<file path="config.mk">
export PLATFORM = sky130hd
export DESIGN_NAME = dftl_loop
export DESIGN_NICKNAME = d
export VERILOG_FILES = /design/src/dftl_pkg.sv /design/src/dftl_loop.sv /design/src/dftl_cycle_timer.sv
export SDC_FILE = /design/constraint.sdc
export NUM_CORES = 1
export LEC_CHECK = 0
export BUFFER_PORTS_ARGS = -buffer_cell sky130_fd_sc_hd__buf_2
export CORE_MARGIN = 1
export CORE_UTILIZATION = 56
export DETAILED_ROUTE_END_ITERATION = 10
export HOLD_SLACK_MARGIN = 0.03
export PLACE_DENSITY_LB_ADDON = 0.2
export SLEW_MARGIN = 15
export SYNTH_ARGS = -nofsm -noshare
export SYNTH_HDL_FRONTEND = slang
export SYNTH_HIERARCHICAL = 1
export SYNTH_SLANG_ARGS = --single-unit
export TNS_END_PERCENT = 100
</file>
<file path="constraint.sdc">
create_clock -name i_clk -period 4.9 [get_ports i_clk]
set_input_delay 0.245 -clock i_clk [delete_from_list [all_inputs] [get_ports i_clk]]
set_output_delay 0.245 -clock i_clk [all_outputs]
set_load 0.05 [all_outputs]
</file>
<file path="src/dftl_pkg.sv">
// Constants, register map and field layout for the dynamic fan threshold loop
package dftl_pkg;

   // Register offsets
   localparam logic [7:0] ADDR_ENABLES   = 8'h0b;
   localparam logic [7:0] ADDR_CYCLE_SEL = 8'h0c;
   localparam logic [7:0] ADDR_OP_R1     = 8'h5a;
   localparam logic [7:0] ADDR_OP_R2     = 8'h5b;
   localparam logic [7:0] ADDR_HYST      = 8'h64;
   localparam logic [7:0] ADDR_THR_R1    = 8'h70;
   localparam logic [7:0] ADDR_THR_R2    = 8'h71;

   // Reset values
   localparam logic [7:0] RST_ENABLES    = 8'h00;
   localparam logic [7:0] RST_CYCLE_SEL  = 8'h00;
   localparam logic [7:0] RST_OP         = 8'ha4;
   localparam logic [7:0] RST_HYST       = 8'h40;
   localparam logic [7:0] RST_THR        = 8'h80;
   localparam logic [7:0] RD_UNMAPPED    = 8'h00;

   // Field positions
   localparam int NCH       = 2;
   localparam int EN_LSB    = 0;
   localparam int CAP_LSB   = 2;
   localparam int CYC_W     = 3;
   localparam int CYC1_LSB  = 0;
   localparam int CYC2_LSB  = 3;
   localparam int HYST_LSB  = 4;
   localparam int HYST_W    = 4;

   // Temperatures: offset-64 degrees, two fraction bits (quarters)
   localparam int TEMP_W    = 10;
   localparam int FRAC_W    = 2;
   localparam logic [7:0] THR_FLOOR = 8'h00;

   // Loop step sizes
   localparam logic [10:0] RISE_MIN  = 11'h001;
   localparam logic [11:0] LONG_STEP = 12'h001;

   // Cycle counter layout
   localparam int CNT_W                = 12;
   localparam logic [11:0] SHORT_BASE  = 12'h008;

endpackage : dftl_pkg

</file>
<file path="src/dftl_loop.sv">
// Dynamic fan turn-on threshold loop for two remote channels
`timescale 1ns/100ps
module dftl_loop (
   input  wire logic                          i_clk,
   input  wire logic                          i_rst_n,
   input  wire logic                          i_reg_wr,
   input  wire logic [7:0]                    i_reg_addr,
   input  wire logic [7:0]                    i_reg_wdata,
   output logic      [7:0]                    o_reg_rdata,
   input  wire logic                          i_cycle_done,
   input  wire logic [dftl_pkg::TEMP_W-1:0]   i_temp_r1,
   input  wire logic [dftl_pkg::TEMP_W-1:0]   i_temp_r2,
   input  wire logic [7:0]                    i_low_limit_r1,
   input  wire logic [7:0]                    i_low_limit_r2,
   input  wire logic [7:0]                    i_high_limit_r1,
   input  wire logic [7:0]                    i_high_limit_r2,
   input  wire logic                          i_thermal_event_line_n,
   output logic      [7:0]                    o_fan_turn_on_threshold_r1,
   output logic      [7:0]                    o_fan_turn_on_threshold_r2,
   output logic      [7:0]                    o_operating_point_r1,
   output logic      [7:0]                    o_operating_point_r2,
   output logic      [1:0]                    o_below_threshold
);

   localparam int NCH = dftl_pkg::NCH;

   // Software registers
   logic [7:0] enables_q;
   logic [7:0] cycle_sel_q;
   logic [7:0] hyst_reg_q;
   logic [7:0] op_q        [NCH];
   logic [7:0] thr_q       [NCH];
   logic [7:0] thr_d       [NCH];
   logic [7:0] op_d        [NCH];

   // Per-channel views of the inputs
   logic [dftl_pkg::TEMP_W-1:0] temp     [NCH];
   logic [dftl_pkg::TEMP_W-1:0] prev_q   [NCH];
   logic [7:0]                  low_lim  [NCH];
   logic [7:0]                  high_lim [NCH];
   logic [dftl_pkg::CYC_W-1:0]  code     [NCH];
   logic [NCH-1:0]              short_hit;
   logic [NCH-1:0]              long_hit;
   logic [NCH-1:0]              below_d;

   // Thermal event synchroniser and edge detect
   logic ev_meta_q;
   logic ev_sync_q;
   logic ev_prev_q;
   logic ev_fall;

   // Register readback
   logic [7:0] rdata_d;
   logic [7:0] rdata_q;
   logic [1:0] below_q;

   logic [dftl_pkg::HYST_W-1:0] hyst;

   // Write strobes, one per register
   logic           wr_enables;
   logic           wr_cycle_sel;
   logic           wr_hyst;
   logic [NCH-1:0] wr_op;
   logic [NCH-1:0] wr_thr;

   assign temp[0]     = i_temp_r1;
   assign temp[1]     = i_temp_r2;
   assign low_lim[0]  = i_low_limit_r1;
   assign low_lim[1]  = i_low_limit_r2;
   assign high_lim[0] = i_high_limit_r1;
   assign high_lim[1] = i_high_limit_r2;

   // Cycle-length codes, one field per channel
   assign code[0] = cycle_sel_q[dftl_pkg::CYC1_LSB +: dftl_pkg::CYC_W];
   assign code[1] = cycle_sel_q[dftl_pkg::CYC2_LSB +: dftl_pkg::CYC_W];
   assign hyst    = hyst_reg_q[dftl_pkg::HYST_LSB +: dftl_pkg::HYST_W];

   // Write strobe decode; unmapped writes raise no strobe
   always_comb begin
      wr_enables   = 1'b0;
      wr_cycle_sel = 1'b0;
      wr_hyst      = 1'b0;
      wr_op        = '0;
      wr_thr       = '0;
      if (i_reg_wr) begin
         if (i_reg_addr == dftl_pkg::ADDR_ENABLES) begin
            wr_enables = 1'b1;
         end else if (i_reg_addr == dftl_pkg::ADDR_CYCLE_SEL) begin
            wr_cycle_sel = 1'b1;
         end else if (i_reg_addr == dftl_pkg::ADDR_HYST) begin
            wr_hyst = 1'b1;
         end else if (i_reg_addr == dftl_pkg::ADDR_OP_R1) begin
            wr_op[0] = 1'b1;
         end else if (i_reg_addr == dftl_pkg::ADDR_OP_R2) begin
            wr_op[1] = 1'b1;
         end else if (i_reg_addr == dftl_pkg::ADDR_THR_R1) begin
            wr_thr[0] = 1'b1;
         end else if (i_reg_addr == dftl_pkg::ADDR_THR_R2) begin
            wr_thr[1] = 1'b1;
         end
      end
   end

   // One timer pair per channel
   for (genvar c = 0; c < NCH; c++) begin : g_timer
      dftl_cycle_timer u_timer (
         .i_clk       (i_clk),
         .i_rst_n     (i_rst_n),
         .i_code      (code[c]),
         .i_tick      (i_cycle_done),
         .o_short_hit (short_hit[c]),
         .o_long_hit  (long_hit[c])
      );
   end

   // Thermal line is a pin: two flops before anything looks at it
   always_ff @(posedge i_clk or negedge i_rst_n) begin
      if (!i_rst_n) begin
         ev_meta_q <= 1'b1;
         ev_sync_q <= 1'b1;
         ev_prev_q <= 1'b1;
      end else begin
         ev_meta_q <= i_thermal_event_line_n;
         ev_sync_q <= ev_meta_q;
         ev_prev_q <= ev_sync_q;
      end
   end

   // Capture only on the pull-low edge, so one event copies once
   assign ev_fall = ev_prev_q && !ev_sync_q;

   // Loop arithmetic: temperature compares in quarter degrees, threshold steps in degrees, signed to catch underflow
   always_comb begin
      logic signed [12:0] t_q;
      logic signed [12:0] p_q;
      logic signed [12:0] thr_qd;
      logic signed [12:0] op_qd;
      logic signed [12:0] zone_qd;
      logic signed [12:0] low_qd;
      logic signed [12:0] rise;
      logic signed [12:0] nxt;
      logic               active;
      logic               short_dn;
      logic               long_dn;
      logic               long_up;
      t_q     = '0;
      p_q     = '0;
      thr_qd  = '0;
      op_qd   = '0;
      zone_qd = '0;
      low_qd  = '0;
      rise    = '0;
      nxt     = '0;
      active  = 1'b0;
      short_dn = 1'b0;
      long_dn  = 1'b0;
      long_up  = 1'b0;
      for (int c = 0; c < NCH; c++) begin
         t_q     = {3'b000, temp[c]};
         p_q     = {3'b000, prev_q[c]};
         thr_qd  = {3'b000, thr_q[c], 2'b00};
         op_qd   = {3'b000, op_q[c], 2'b00};
         low_qd  = {3'b000, low_lim[c], 2'b00};
         zone_qd = op_qd - {7'h00, hyst, 2'b00};
         rise    = t_q - p_q;
         nxt     = {5'h00, thr_q[c]};
         // Below threshold the loop sleeps; enable gates it too
         active  = enables_q[dftl_pkg::EN_LSB + c] && (t_q >= thr_qd);
         below_d[c] = (t_q < thr_qd);

         // Short cycle: lower by twice the rise once past the zone edge
         short_dn = short_hit[c] && active && (t_q > zone_qd)
                    && (rise > $signed({2'b00, dftl_pkg::RISE_MIN}));
         if (short_dn) begin
            nxt = nxt - (rise >>> 1);
         end

         // Long cycle: one degree down only past the operating point
         long_dn = long_hit[c] && active && (t_q > op_qd);
         if (long_dn) begin
            nxt = nxt - $signed({1'b0, dftl_pkg::LONG_STEP});
         end

         // Long cycle raise needs all four conditions
         long_up = long_hit[c] && active && (t_q < low_qd)
                   && (thr_q[c] < high_lim[c])
                   && (thr_q[c] < op_q[c]) && (t_q > thr_qd);
         if (long_up) begin
            nxt = nxt + $signed({1'b0, dftl_pkg::LONG_STEP});
         end
         // Between low limit and zone edge nothing above fires

         // Floor at minus 64 degrees
         if (nxt < $signed({5'h00, dftl_pkg::THR_FLOOR})) begin
            nxt = {5'h00, dftl_pkg::THR_FLOOR};
         end
         thr_d[c] = nxt[7:0];
      end
   end

   // Operating point next value: thermal capture beats a write
   always_comb begin
      for (int c = 0; c < NCH; c++) begin
         op_d[c] = op_q[c];
         if (wr_op[c]) begin
            op_d[c] = i_reg_wdata;
         end
         if (ev_fall && enables_q[dftl_pkg::CAP_LSB + c]) begin
            op_d[c] = temp[c][dftl_pkg::TEMP_W-1:dftl_pkg::FRAC_W];
         end
      end
   end

   // Control registers written by software
   always_ff @(posedge i_clk or negedge i_rst_n) begin
      if (!i_rst_n) begin
         enables_q   <= dftl_pkg::RST_ENABLES;
         cycle_sel_q <= dftl_pkg::RST_CYCLE_SEL;
         hyst_reg_q  <= dftl_pkg::RST_HYST;
      end else begin
         if (wr_enables) begin
            enables_q <= i_reg_wdata;
         end else if (wr_cycle_sel) begin
            cycle_sel_q <= i_reg_wdata;
         end else if (wr_hyst) begin
            hyst_reg_q <= i_reg_wdata;
         end
      end
   end

   // Operating points per channel
   always_ff @(posedge i_clk or negedge i_rst_n) begin
      if (!i_rst_n) begin
         for (int c = 0; c < NCH; c++) begin
            op_q[c] <= dftl_pkg::RST_OP;
         end
      end else begin
         for (int c = 0; c < NCH; c++) begin
            op_q[c] <= op_d[c];
         end
      end
   end

   // Thresholds: a software write overrides the loop in that cycle
   always_ff @(posedge i_clk or negedge i_rst_n) begin
      if (!i_rst_n) begin
         for (int c = 0; c < NCH; c++) begin
            thr_q[c] <= dftl_pkg::RST_THR;
         end
      end else begin
         for (int c = 0; c < NCH; c++) begin
            if (wr_thr[c]) begin
               thr_q[c] <= i_reg_wdata;
            end else begin
               thr_q[c] <= thr_d[c];
            end
         end
      end
   end

   // Last monitoring cycle's temperature, for the rise figure
   always_ff @(posedge i_clk or negedge i_rst_n) begin
      if (!i_rst_n) begin
         for (int c = 0; c < NCH; c++) begin
            prev_q[c] <= '0;
         end
      end else if (i_cycle_done) begin
         for (int c = 0; c < NCH; c++) begin
            prev_q[c] <= temp[c];
         end
      end
   end

   // Readback decode; holes read zero
   always_comb begin
      if (i_reg_addr == dftl_pkg::ADDR_ENABLES) begin
         rdata_d = enables_q;
      end else if (i_reg_addr == dftl_pkg::ADDR_CYCLE_SEL) begin
         rdata_d = cycle_sel_q;
      end else if (i_reg_addr == dftl_pkg::ADDR_OP_R1) begin
         rdata_d = op_q[0];
      end else if (i_reg_addr == dftl_pkg::ADDR_OP_R2) begin
         rdata_d = op_q[1];
      end else if (i_reg_addr == dftl_pkg::ADDR_HYST) begin
         rdata_d = hyst_reg_q;
      end else if (i_reg_addr == dftl_pkg::ADDR_THR_R1) begin
         rdata_d = thr_q[0];
      end else if (i_reg_addr == dftl_pkg::ADDR_THR_R2) begin
         rdata_d = thr_q[1];
      end else begin
         rdata_d = dftl_pkg::RD_UNMAPPED;
      end
   end

   // Registered read data and fan-minimum flags
   always_ff @(posedge i_clk or negedge i_rst_n) begin
      if (!i_rst_n) begin
         rdata_q <= '0;
         below_q <= '0;
      end else begin
         rdata_q <= rdata_d;
         below_q <= below_d;
      end
   end

   assign o_reg_rdata                = rdata_q;
   assign o_fan_turn_on_threshold_r1 = thr_q[0];
   assign o_fan_turn_on_threshold_r2 = thr_q[1];
   assign o_operating_point_r1       = op_q[0];
   assign o_operating_point_r2       = op_q[1];
   assign o_below_threshold          = below_q;

endmodule // dftl_loop

</file>
<file path="src/dftl_cycle_timer.sv">
// Short and long cycle counters for one channel
`timescale 1ns/100ps
module dftl_cycle_timer (
   input  wire logic                           i_clk,
   input  wire logic                           i_rst_n,
   input  wire logic [dftl_pkg::CYC_W-1:0]     i_code,
   input  wire logic                           i_tick,
   output logic                                o_short_hit,
   output logic                                o_long_hit
);

   logic [dftl_pkg::CNT_W-1:0] short_cnt_q;
   logic [dftl_pkg::CNT_W-1:0] long_cnt_q;
   logic [dftl_pkg::CNT_W-1:0] short_last;
   logic [dftl_pkg::CNT_W-1:0] long_last;

   // Period from code: 8 doubling per step, long twice short
   // Long doubles by a second shift; code plus one would wrap at 111
   assign short_last  = (dftl_pkg::SHORT_BASE << i_code) - 12'h001;
   assign long_last   = ((dftl_pkg::SHORT_BASE << i_code) << 1) - 12'h001;
   // At-or-beyond compare so a shortened code cannot strand a counter
   assign o_short_hit = i_tick && (short_cnt_q >= short_last);
   assign o_long_hit  = i_tick && (long_cnt_q >= long_last);

   // Short counter, one step per monitoring cycle
   always_ff @(posedge i_clk or negedge i_rst_n) begin
      if (!i_rst_n) begin
         short_cnt_q <= '0;
      end else if (o_short_hit) begin
         short_cnt_q <= '0;
      end else if (i_tick) begin
         short_cnt_q <= short_cnt_q + 12'h001;
      end
   end

   // Long counter runs apart from the short one
   always_ff @(posedge i_clk or negedge i_rst_n) begin
      if (!i_rst_n) begin
         long_cnt_q <= '0;
      end else if (o_long_hit) begin
         long_cnt_q <= '0;
      end else if (i_tick) begin
         long_cnt_q <= long_cnt_q + 12'h001;
      end
   end

endmodule // dftl_cycle_timer

</file>
==> key figures, run 1 <==
Route
  – Max Used Layer: met4
  – Wire per inst: 19.7 um
  – Met3 Routed Length: 2.77 mm
  – Final ANT Viol Nets: 0
  – Initial DRC Count: 783
  – Routed vias: 12000
  – Met1 wire length: 16.7 mm
  – Vias per std cell: 6.22
  – Drt drc: 0
  – Total routed wirelength: 37.8 mm
  – Drt pass-1 iters: 7
  – Metal2 WL: 17.2 mm

GRT
  – First-pass GRT wire length: 59.9 mm
  – Vias in the first global route: 11500
  – Total track usage: 0.324
  – Initial antenna violation count: 0
  – Grt ovf: 0
  – Largest net degree at the start of global routing: 96

Clock network
  – CTS buffer count: 17
  – TritonCTS clock tree: done
  – Worst-Skew Late Latency: 0.43 ns
  – CTS sink count: 137
  – Clk buf depth: 2
  – Clk pin slew, worst setup/hold paths: 0.07 ns
  – Root Buffer: clkbuf_16
  – H-Tree Depth: 4

Synthesis
  – Sequential area share after synthesis: 0.272
  – Post-Syn Area: 12700 um2
  – Complex-gate fraction of the synthesized area: 0.190
  – Ranking of synthesized cells by area: dfrtp_1, ha_1, inv_1
  – Syn avg cell area: 8.80 um2
  – Largest family of logic cells by synthesized area: compound AO/OA/AOI/OAI gates
  – Syn. warnings: 6
  – Post-synthesis mux area share: 0.0607
  – Synth top area share: 0.247
  – Adder-Cell Fraction of Synth Area: 0.177
  – Mapped Cells: 1440
  – Yosys cell types: 97
  – Syn Nets: 1687
  – Synth Flop Type: dfrtp_1
  – Synth area leader: dfrtp_1
  – Yosys reg bits: 137
  – Post-Synth XOR/XNOR Area: 0.0627
  – EDFF count, synth: 0
  – Asr flop ratio synth: 1.00
  – Synth Area in Simple Gates: 0.187

Placement
  – Inst Count DP: 1862
  – Dpl hpwl: 27.6 mm
  – GP Congestion: 0.940
  – PortBufs: 114

Worst setup path
  – WP data required: 5.25 ns
  – Buf/Inv on CP: 2
  – Crit start category: register
  – R2r setup slk: -0.07 ns
  – CP Capture Type: register
  – Worst reg2reg path depth: 24
  – Slowest CP cell: dfrtp_1
  – Crit-path max FO: 7
  – CP cell instances: ha_4 > fa_2 > nor2b_4 > o21a_1 > buf_6 > nor2_2 > xnor2_1 > ha_1 > nand3_2 > o2111ai_2 > a21oi_2 > a2111oi_4 > o21a_2 > mux2i_2 > ha_2 > nand3_4 > nor3_4 > xnor2_2 > o31ai_4 > buf_4 > and2_4 > and4b_2 > nor2b_1 > a221o_1
  – CP top delay family: compound AO/OA/AOI/OAI gates
  – Max incr delay on CP: 0.41 ns
  – Crit path launch: hyst_reg_q[4]
  – Worst path depth: 24
  – Reg2reg start: hyst_reg_q[4]
  – Setup CP Type: register to register
  – Reg2reg end: o_fan_turn_on_threshold_r1[7]
  – Arr. time, crit path: 5.32 ns

Die
  – Die height: 152 um
  – Initial core utilization: 0.575
  – Io pins: 115
  – DIE AREA: 23200 um2
  – Die width: 152 um
  – # rows: 54
  – Core area: 22000 um2

Power
  – Seq pwr share: 0.270
  – Pint: 3.18 mW
  – Sw frac: 0.432
  – Clock power frac: 0.223
  – P_sw: 2.42 mW
  – Cell Pwr Density: 373 nW/um2
  – Gate power share: 0.508
  – Max VDD drop: 0.234 mV
  – Leak pwr: 7.30 nW

Timing
  – Fmax achieved: 0.201 GHz
  – RSZ-0062 raised after global routing: yes
  – Hold Fails Final Rpt: 0
  – Setup slack after layout: -0.0656 ns
  – Slew headroom: 0.351
  – Post-route minimum period: 4.97 ns
  – Tcrit/Tclk final: 1.01
  – Final setup viols: 10
  – Worst-Margin Slew: 0.971 ns
  – Slew Limit Fails: 0
  – Final Hold Slack: 0.0677 ns
  – Skew final: 0.0152 ns

Final layout
  – # fillers: 1744
  – Share of cells above drive strength 1: 0.228
  – Net count, final: 1876
  – Synthesis-to-finish area growth: 18.7%
  – Final Non-Filler Cells: 1922
  – Ant diodes: 0

Run status
  – Violated checks: negative setup slack
  – Status: finished with violations

Flow run
  – Max-cap violations: 0

Hold path
  – Hold path start: i_temp_r1[2]
  – Hold Crit Depth: 3
  – Hold crit path type: input port to register
  – Hold EP: prev_q[12]
worst register-to-register path, delay by kind of cell (launching register included):
family | cells | cell delay [ns]
compound gates | 7 | 1.34
fa+ha+maj | 4 | 1.13
simple gates | 8 | 1.12
flops | 1 | 0.41
buf+inv | 2 | 0.30
xor+xnor | 2 | 0.30
mux | 1 | 0.27
metal layers:
| metal | vias up | GRT usage |
|---|---|---|
| li1 | 5612 | - |
| met1 | 5753 | 0.447 |
| met2 | 500 | 0.518 |
| met3 | 93 | 0.0472 |
| met4 | 0 | 0.121 |
| met5 | - | 0 |
power by group through the flow:
stage,sequential (mW),combinational [mW],clock [mW]
2_1_floorplan,1.70,1.66,0
3_3_place_gp,1.51,2.50,0
3_5_place_dp,1.52,2.57,0
4_1_cts,1.50,2.70,1.26
5_1_grt,1.53,3.10,1.30
6_report,1.51,2.85,1.25
sequential cells by signal (all words and copies together), names as in the netlist:
register and cells:
g_timer.u_timer/short_cnt_q 24, cycle_sel_q 8, o_operating_point_r1 8, hyst_reg_q 8, o_fan_turn_on_threshold_r1 8, ev_sync_q 1, o_fan_turn_on_threshold_r2 8, o_below_threshold 2
ev_meta_q 1, enables_q 8, o_operating_point_r2 8, ev_prev_q 1, o_reg_rdata 8, g_timer.u_timer/long_cnt_q 24, prev_q 20
metrics by stage:
stage	power [mW]	util	setup WS [ns]	TNS (ns)	cell area, um2
finish	5.61	0.683	-0.0656	-0.469	15000
global route	5.93	0.683	-0.274	-3.46	15000
global placement	4.01	0.634	0.00741	0	14000
CTS	5.46	0.672	-0.149	-0.534	14800
detailed placement	4.09	0.634	-0.216	-1.77	14000
floorplan	3.36	-	-0.0744	-0.587	12800
synth_stat cells, types with 7 or more instances:
cell type,n
ha_1,168
dfrtp_1,125
inv_1,121
nand2_1,116
nor2_1,99
o21ai_0,87
a21oi_1,70
nand3_1,47
xnor2_1,44
xor2_1,43
nand4_1,36
mux2i_1,34
mux2_2,33
a21o_1,27
nand2b_1,27
nor3_1,27
a31oi_1,18
nor2b_1,18
nor4_1,17
o21a_1,16
clkbuf_1,14
dfstp_2,12
or3_1,12
a22oi_1,10
o211ai_1,10
a211oi_1,9
and3_1,9
nor3b_1,9
o22ai_1,9
a21boi_0,8
buf_2,8
a221oi_1,7
buf_6,7
o2bb2ai_1,7
o31a_1,7
o31ai_1,7
cells in the final DEF, fill, tap and decap left out, drive strengths merged, types with 35 or more instances in the layout:
cell	count
a21oi	71
mux2	35
o21ai	91
nand2	118
nor2	102
mux2i	36
ha	168
inv	125
buf	200
dfrtp	125
xor2	44
xnor2	45
nand3	48
nand4	36
cell type report:
type / instances / area, um2 / share of cell area
inverter: 122 / 460 / 0.0306
tap: 280 / 350 / 0.0233
timing repair buffer: 202 / 1260 / 0.0839
multi-input combinational: 1149 / 8960 / 0.595
sequential: 137 / 3450 / 0.229
clock buffer: 19 / 443 / 0.0294
clock inverter: 13 / 116 / 0.00774
cells by family (layout without fill, tap and decap cells):
logic type	count (synthesis)	count (layout)
XOR/XNOR	89	89
other	2	2
buffers and inverters	154	356
flip-flops	137	137
AO/OA/AOI/OAI	347	347
multiplexers	71	71
adder cells (fa/ha/maj)	176	176
AND/OR/NAND/NOR	464	464
what timing repair did:
| action | CTS | global route |
|---|---|---|
| endpoints found under the setup margin | 16 | 16 |
| setup buffers | 14 | 13 |
| hold endpoints to repair | 90 | 0 |
| pin swaps | 32 | 29 |
| hold buffers | 2 | 0 |
| resized for setup | 33 | 32 |
worst max-delay path by stage:
stage / end / slack [ns]
after detailed placement: o_fan_turn_on_threshold_r1[7] / -0.22
after floorplan: o_fan_turn_on_threshold_r2[0] / -0.07
after global placement: o_fan_turn_on_threshold_r2[0] / 0.007
after CTS: o_fan_turn_on_threshold_r1[7] / -0.15
final: o_fan_turn_on_threshold_r1[7] / -0.07
after global routing: o_fan_turn_on_threshold_r1[7] / -0.27
(Power assumes the default switching activity.)
==> run 2, diff against run 1 <==
--- a/config.mk
+++ b/config.mk
@@ -7,7 +7,7 @@
 export LEC_CHECK = 0
 export BUFFER_PORTS_ARGS = -buffer_cell sky130_fd_sc_hd__buf_2
 export CORE_MARGIN = 1
-export CORE_UTILIZATION = 56
+export CORE_UTILIZATION = 65
 export DETAILED_ROUTE_END_ITERATION = 10
 export HOLD_SLACK_MARGIN = 0.03
 export PLACE_DENSITY_LB_ADDON = 0.2
==> constraint.sdc (replaced) <==
create_clock -name i_clk -period 6.4 [get_ports i_clk]
set_input_delay 0.32 -clock i_clk [delete_from_list [all_inputs] [get_ports i_clk]]
set_output_delay 0.32 -clock i_clk [all_outputs]
set_load 0.05 [all_outputs]
==> key figures, run 2 (synthesis results as in run 1) <==
GRT
  – Largest net degree at the start of global routing: 81 (-16%)
  – Total track usage: 0.358 (+0.0336)
  – Vias in the first global route: 11100 (-2.7%)
  – First-pass GRT wire length: 56.3 mm (-6.0%)
  – Grt ovf: 0 (unchanged)
  – Initial antenna violation count: 0 (unchanged)

Placement
  – GP Congestion: 0.917 (-2.5%)
  – Inst Count DP: 1789 (-3.9%)
  – Dpl hpwl: 25.9 mm (-6.0%)
  – Post-Place Worst Slack: 0.533 ns (+0.749 ns)
  – PortBufs: 114 (unchanged)

Worst setup path
  – Setup CP Type: register to register
  – Crit-path max FO: 11 (+4)
  – Slowest CP cell: a2111oi_2
  – CP top delay family: compound AO/OA/AOI/OAI gates
  – Max incr delay on CP: 0.57 ns (+0.16 ns)
  – Arr. time, crit path: 6.22 ns (+0.90 ns)
  – WP data required: 6.74 ns (+1.49 ns)
  – Crit start category: register
  – CP cell instances: inv_1 > ha_1 > fa_1 > nor2b_1 > o21a_1 > nor4_1 > xnor2_1 > ha_1 > a21o_1 > a21oi_1 > mux2i_1 > a21oi_1 > a2111oi_2 > o21a_2 > mux2i_1 > ha_1 > nand3_1 > nor4_1 > xor2_1 > mux2i_1 > nor4b_1 > and4b_1 > nor2_1 > o21ai_0
  – Buf/Inv on CP: 1 (-1)
  – CP Capture Type: register

Clock network
  – H-Tree Depth: 4 (unchanged)
  – Root Buffer: clkbuf_16
  – Clk pin slew, worst setup/hold paths: 0.06 ns (about the same)
  – TritonCTS clock tree: done
  – Worst-Skew Late Latency: 0.43 ns (about the same)
  – CTS sink count: 137 (unchanged)
  – # Post-CTS Setup Buffers: 0 (-14)
  – CTS buffer count: 17 (unchanged)
  – Clk buf depth: 2 (unchanged)

Route
  – Total routed wirelength: 34.7 mm (-8.2%)
  – Final ANT Viol Nets: 0 (unchanged)
  – Routed vias: 11500 (-4.2%)
  – Drt drc: 0 (unchanged)
  – Vias per std cell: 6.29 (+1.0%)
  – Wire per inst: 19.0 um (-3.2%)
  – Drt pass-1 iters: 5 (-2)
  – Initial DRC Count: 777 (-0.77%)

Final layout
  – Most common cell after layout, fill and taps aside: ha_1
  – Net count, final: 1797 (-4.2%)
  – Final Non-Filler Cells: 1823 (-5.2%)
  – Most frequent cells in the layout: ha_1, dfrtp_1, inv_1
  – Synthesis-to-finish area growth: 10.6%
  – Core Util, Final: 0.742 (+0.0591)
  – # fillers: 1406 (-19%)
  – Share of cells above drive strength 1: 0.154 (-0.0742)
  – Biggest regs: g_timer.u_timer/long_cnt_q: 24 flops, g_timer.u_timer/short_cnt_q: 24 flops, prev_q: 20 flops
  – Ant diodes: 0 (unchanged)

Power
  – Max VDD drop: 0.170 mV (-27%)
  – Leak pwr: 6.84 nW (-6.4%)
  – Cell Pwr Density: 284 nW/um2 (-24%)

Timing
  – Setup slack after layout: 0.523 ns (+0.589 ns)
  – Tcrit/Tclk final: 0.918 (-0.0952)
  – Hold Fails Final Rpt: 0 (unchanged)
  – Worst-Margin Slew: 0.966 ns (-0.00588 ns)
  – Fmax achieved: 0.170 GHz (-16%)
  – Final setup viols: 0 (-10)
  – Slew Limit Fails: 0 (unchanged)
  – Skew final: 0.00991 ns (-0.00526 ns)
  – Post-route minimum period: 5.88 ns (+0.911 ns)
  – Post-route setup TNS: 0 ns (+0.469 ns)
  – RSZ-0062 raised after global routing: no
  – Slew headroom: 0.355 (+0.00393)

Die
  – Core area: 18900 um2 (-14%)
  – Io pins: 115 (unchanged)
  – Initial core utilization: 0.671 (+0.0954)
  – Die width: 142 um (-7.1%)
  – DIE AREA: 20100 um2 (-14%)
  – # rows: 50 (-7.4%)
  – Die height: 142 um (-7.1%)

Flow run
  – Max-cap violations: 0 (unchanged)

Run status
  – Status: complete, no violations

Hold path
  – Hold crit path type: input port to register
==> run 2: cell count changes in the layout (fill, tap and decap cells not counted), sizes merged <==
cell / delta
buf: -79
clkbuf: +3
clkinv: -1
inv: -2
==> run 2: timing repair <==
item	in CTS	in global routing
endpoints found under the hold margin	77	0
setup endpoints to repair	0	6
hold buffers	2	0
resized for setup	0	2
==> run 2: path summary, 6_finish.rpt <==
| path | depth (start not counted) | startpoint | slack [ns] | endpoint |
|---|---|---|---|---|
| min in group asynchronous | 2 | i_rst_n | 0.49 | g_timer[0].u_timer/short_cnt_q[9] |
| min | 3 | i_temp_r1[2] | 0.13 | prev_q[12] |
| min reg2reg | 0 | ev_meta_q | 0.36 | ev_sync_q |
| max | 24 | o_operating_point_r1[0] | 0.52 | o_fan_turn_on_threshold_r1[3] |
| max in group asynchronous | 3 | i_rst_n | 4.71 | o_operating_point_r2[0] |
| max reg2reg | 24 | o_operating_point_r1[0] | 0.52 | o_fan_turn_on_threshold_r1[3] |
==> run 2: final cells by class <==
type	instances	area (um2)	share of cell area
clock buffer	22	454	0.0324
clock inverter	10	97.6	0.00696
inverter	122	458	0.0327
multi-input combinational	1149	8590	0.613
sequential	137	3440	0.246
tap	260	325	0.0232
timing repair buffer	123	649	0.0463
==> run 2: metal layers <==
| layer | routed length [um] | track usage | up-vias | part of all wire |
|---|---|---|---|---|
| met5 | 0 | 0 | - | 0 |
| met4 | 920 | 0.127 | 0 | 0.026 |
| met3 | 2650 | 0.0645 | 93 | 0.076 |
| met2 | 15900 | 0.577 | 477 | 0.46 |
| met1 | 15200 | 0.482 | 5447 | 0.44 |
| li1 | - | - | 5443 | - |
==> run 2: through the flow <==
| stage | area (um2) | total power [mW] | hold slack [ns] |
|---|---|---|---|
| floorplan | 12700 | 2.54 | 0.0244 |
| finish | 14000 | 3.98 | 0.134 |
| detailed placement | 13400 | 3.01 | 0.351 |
| global route | 14000 | 4.24 | 0.172 |
| CTS | 14000 | 3.96 | 0.130 |
| global placement | 13400 | 2.95 | 0.351 |
==> run 2: where the power goes <==
part,internal (mW),leakage [nW],switching [mW]
Sequential,1.00,1.75,0.215
Clock,0.547,0.261,0.391
Combinational,0.725,4.82,1.11
==> run 2: worst min-delay path, cell delays in order <==
cell,delay (ns)
buf_2,0.10
nand2_1,0.04
o21ai_0,0.06
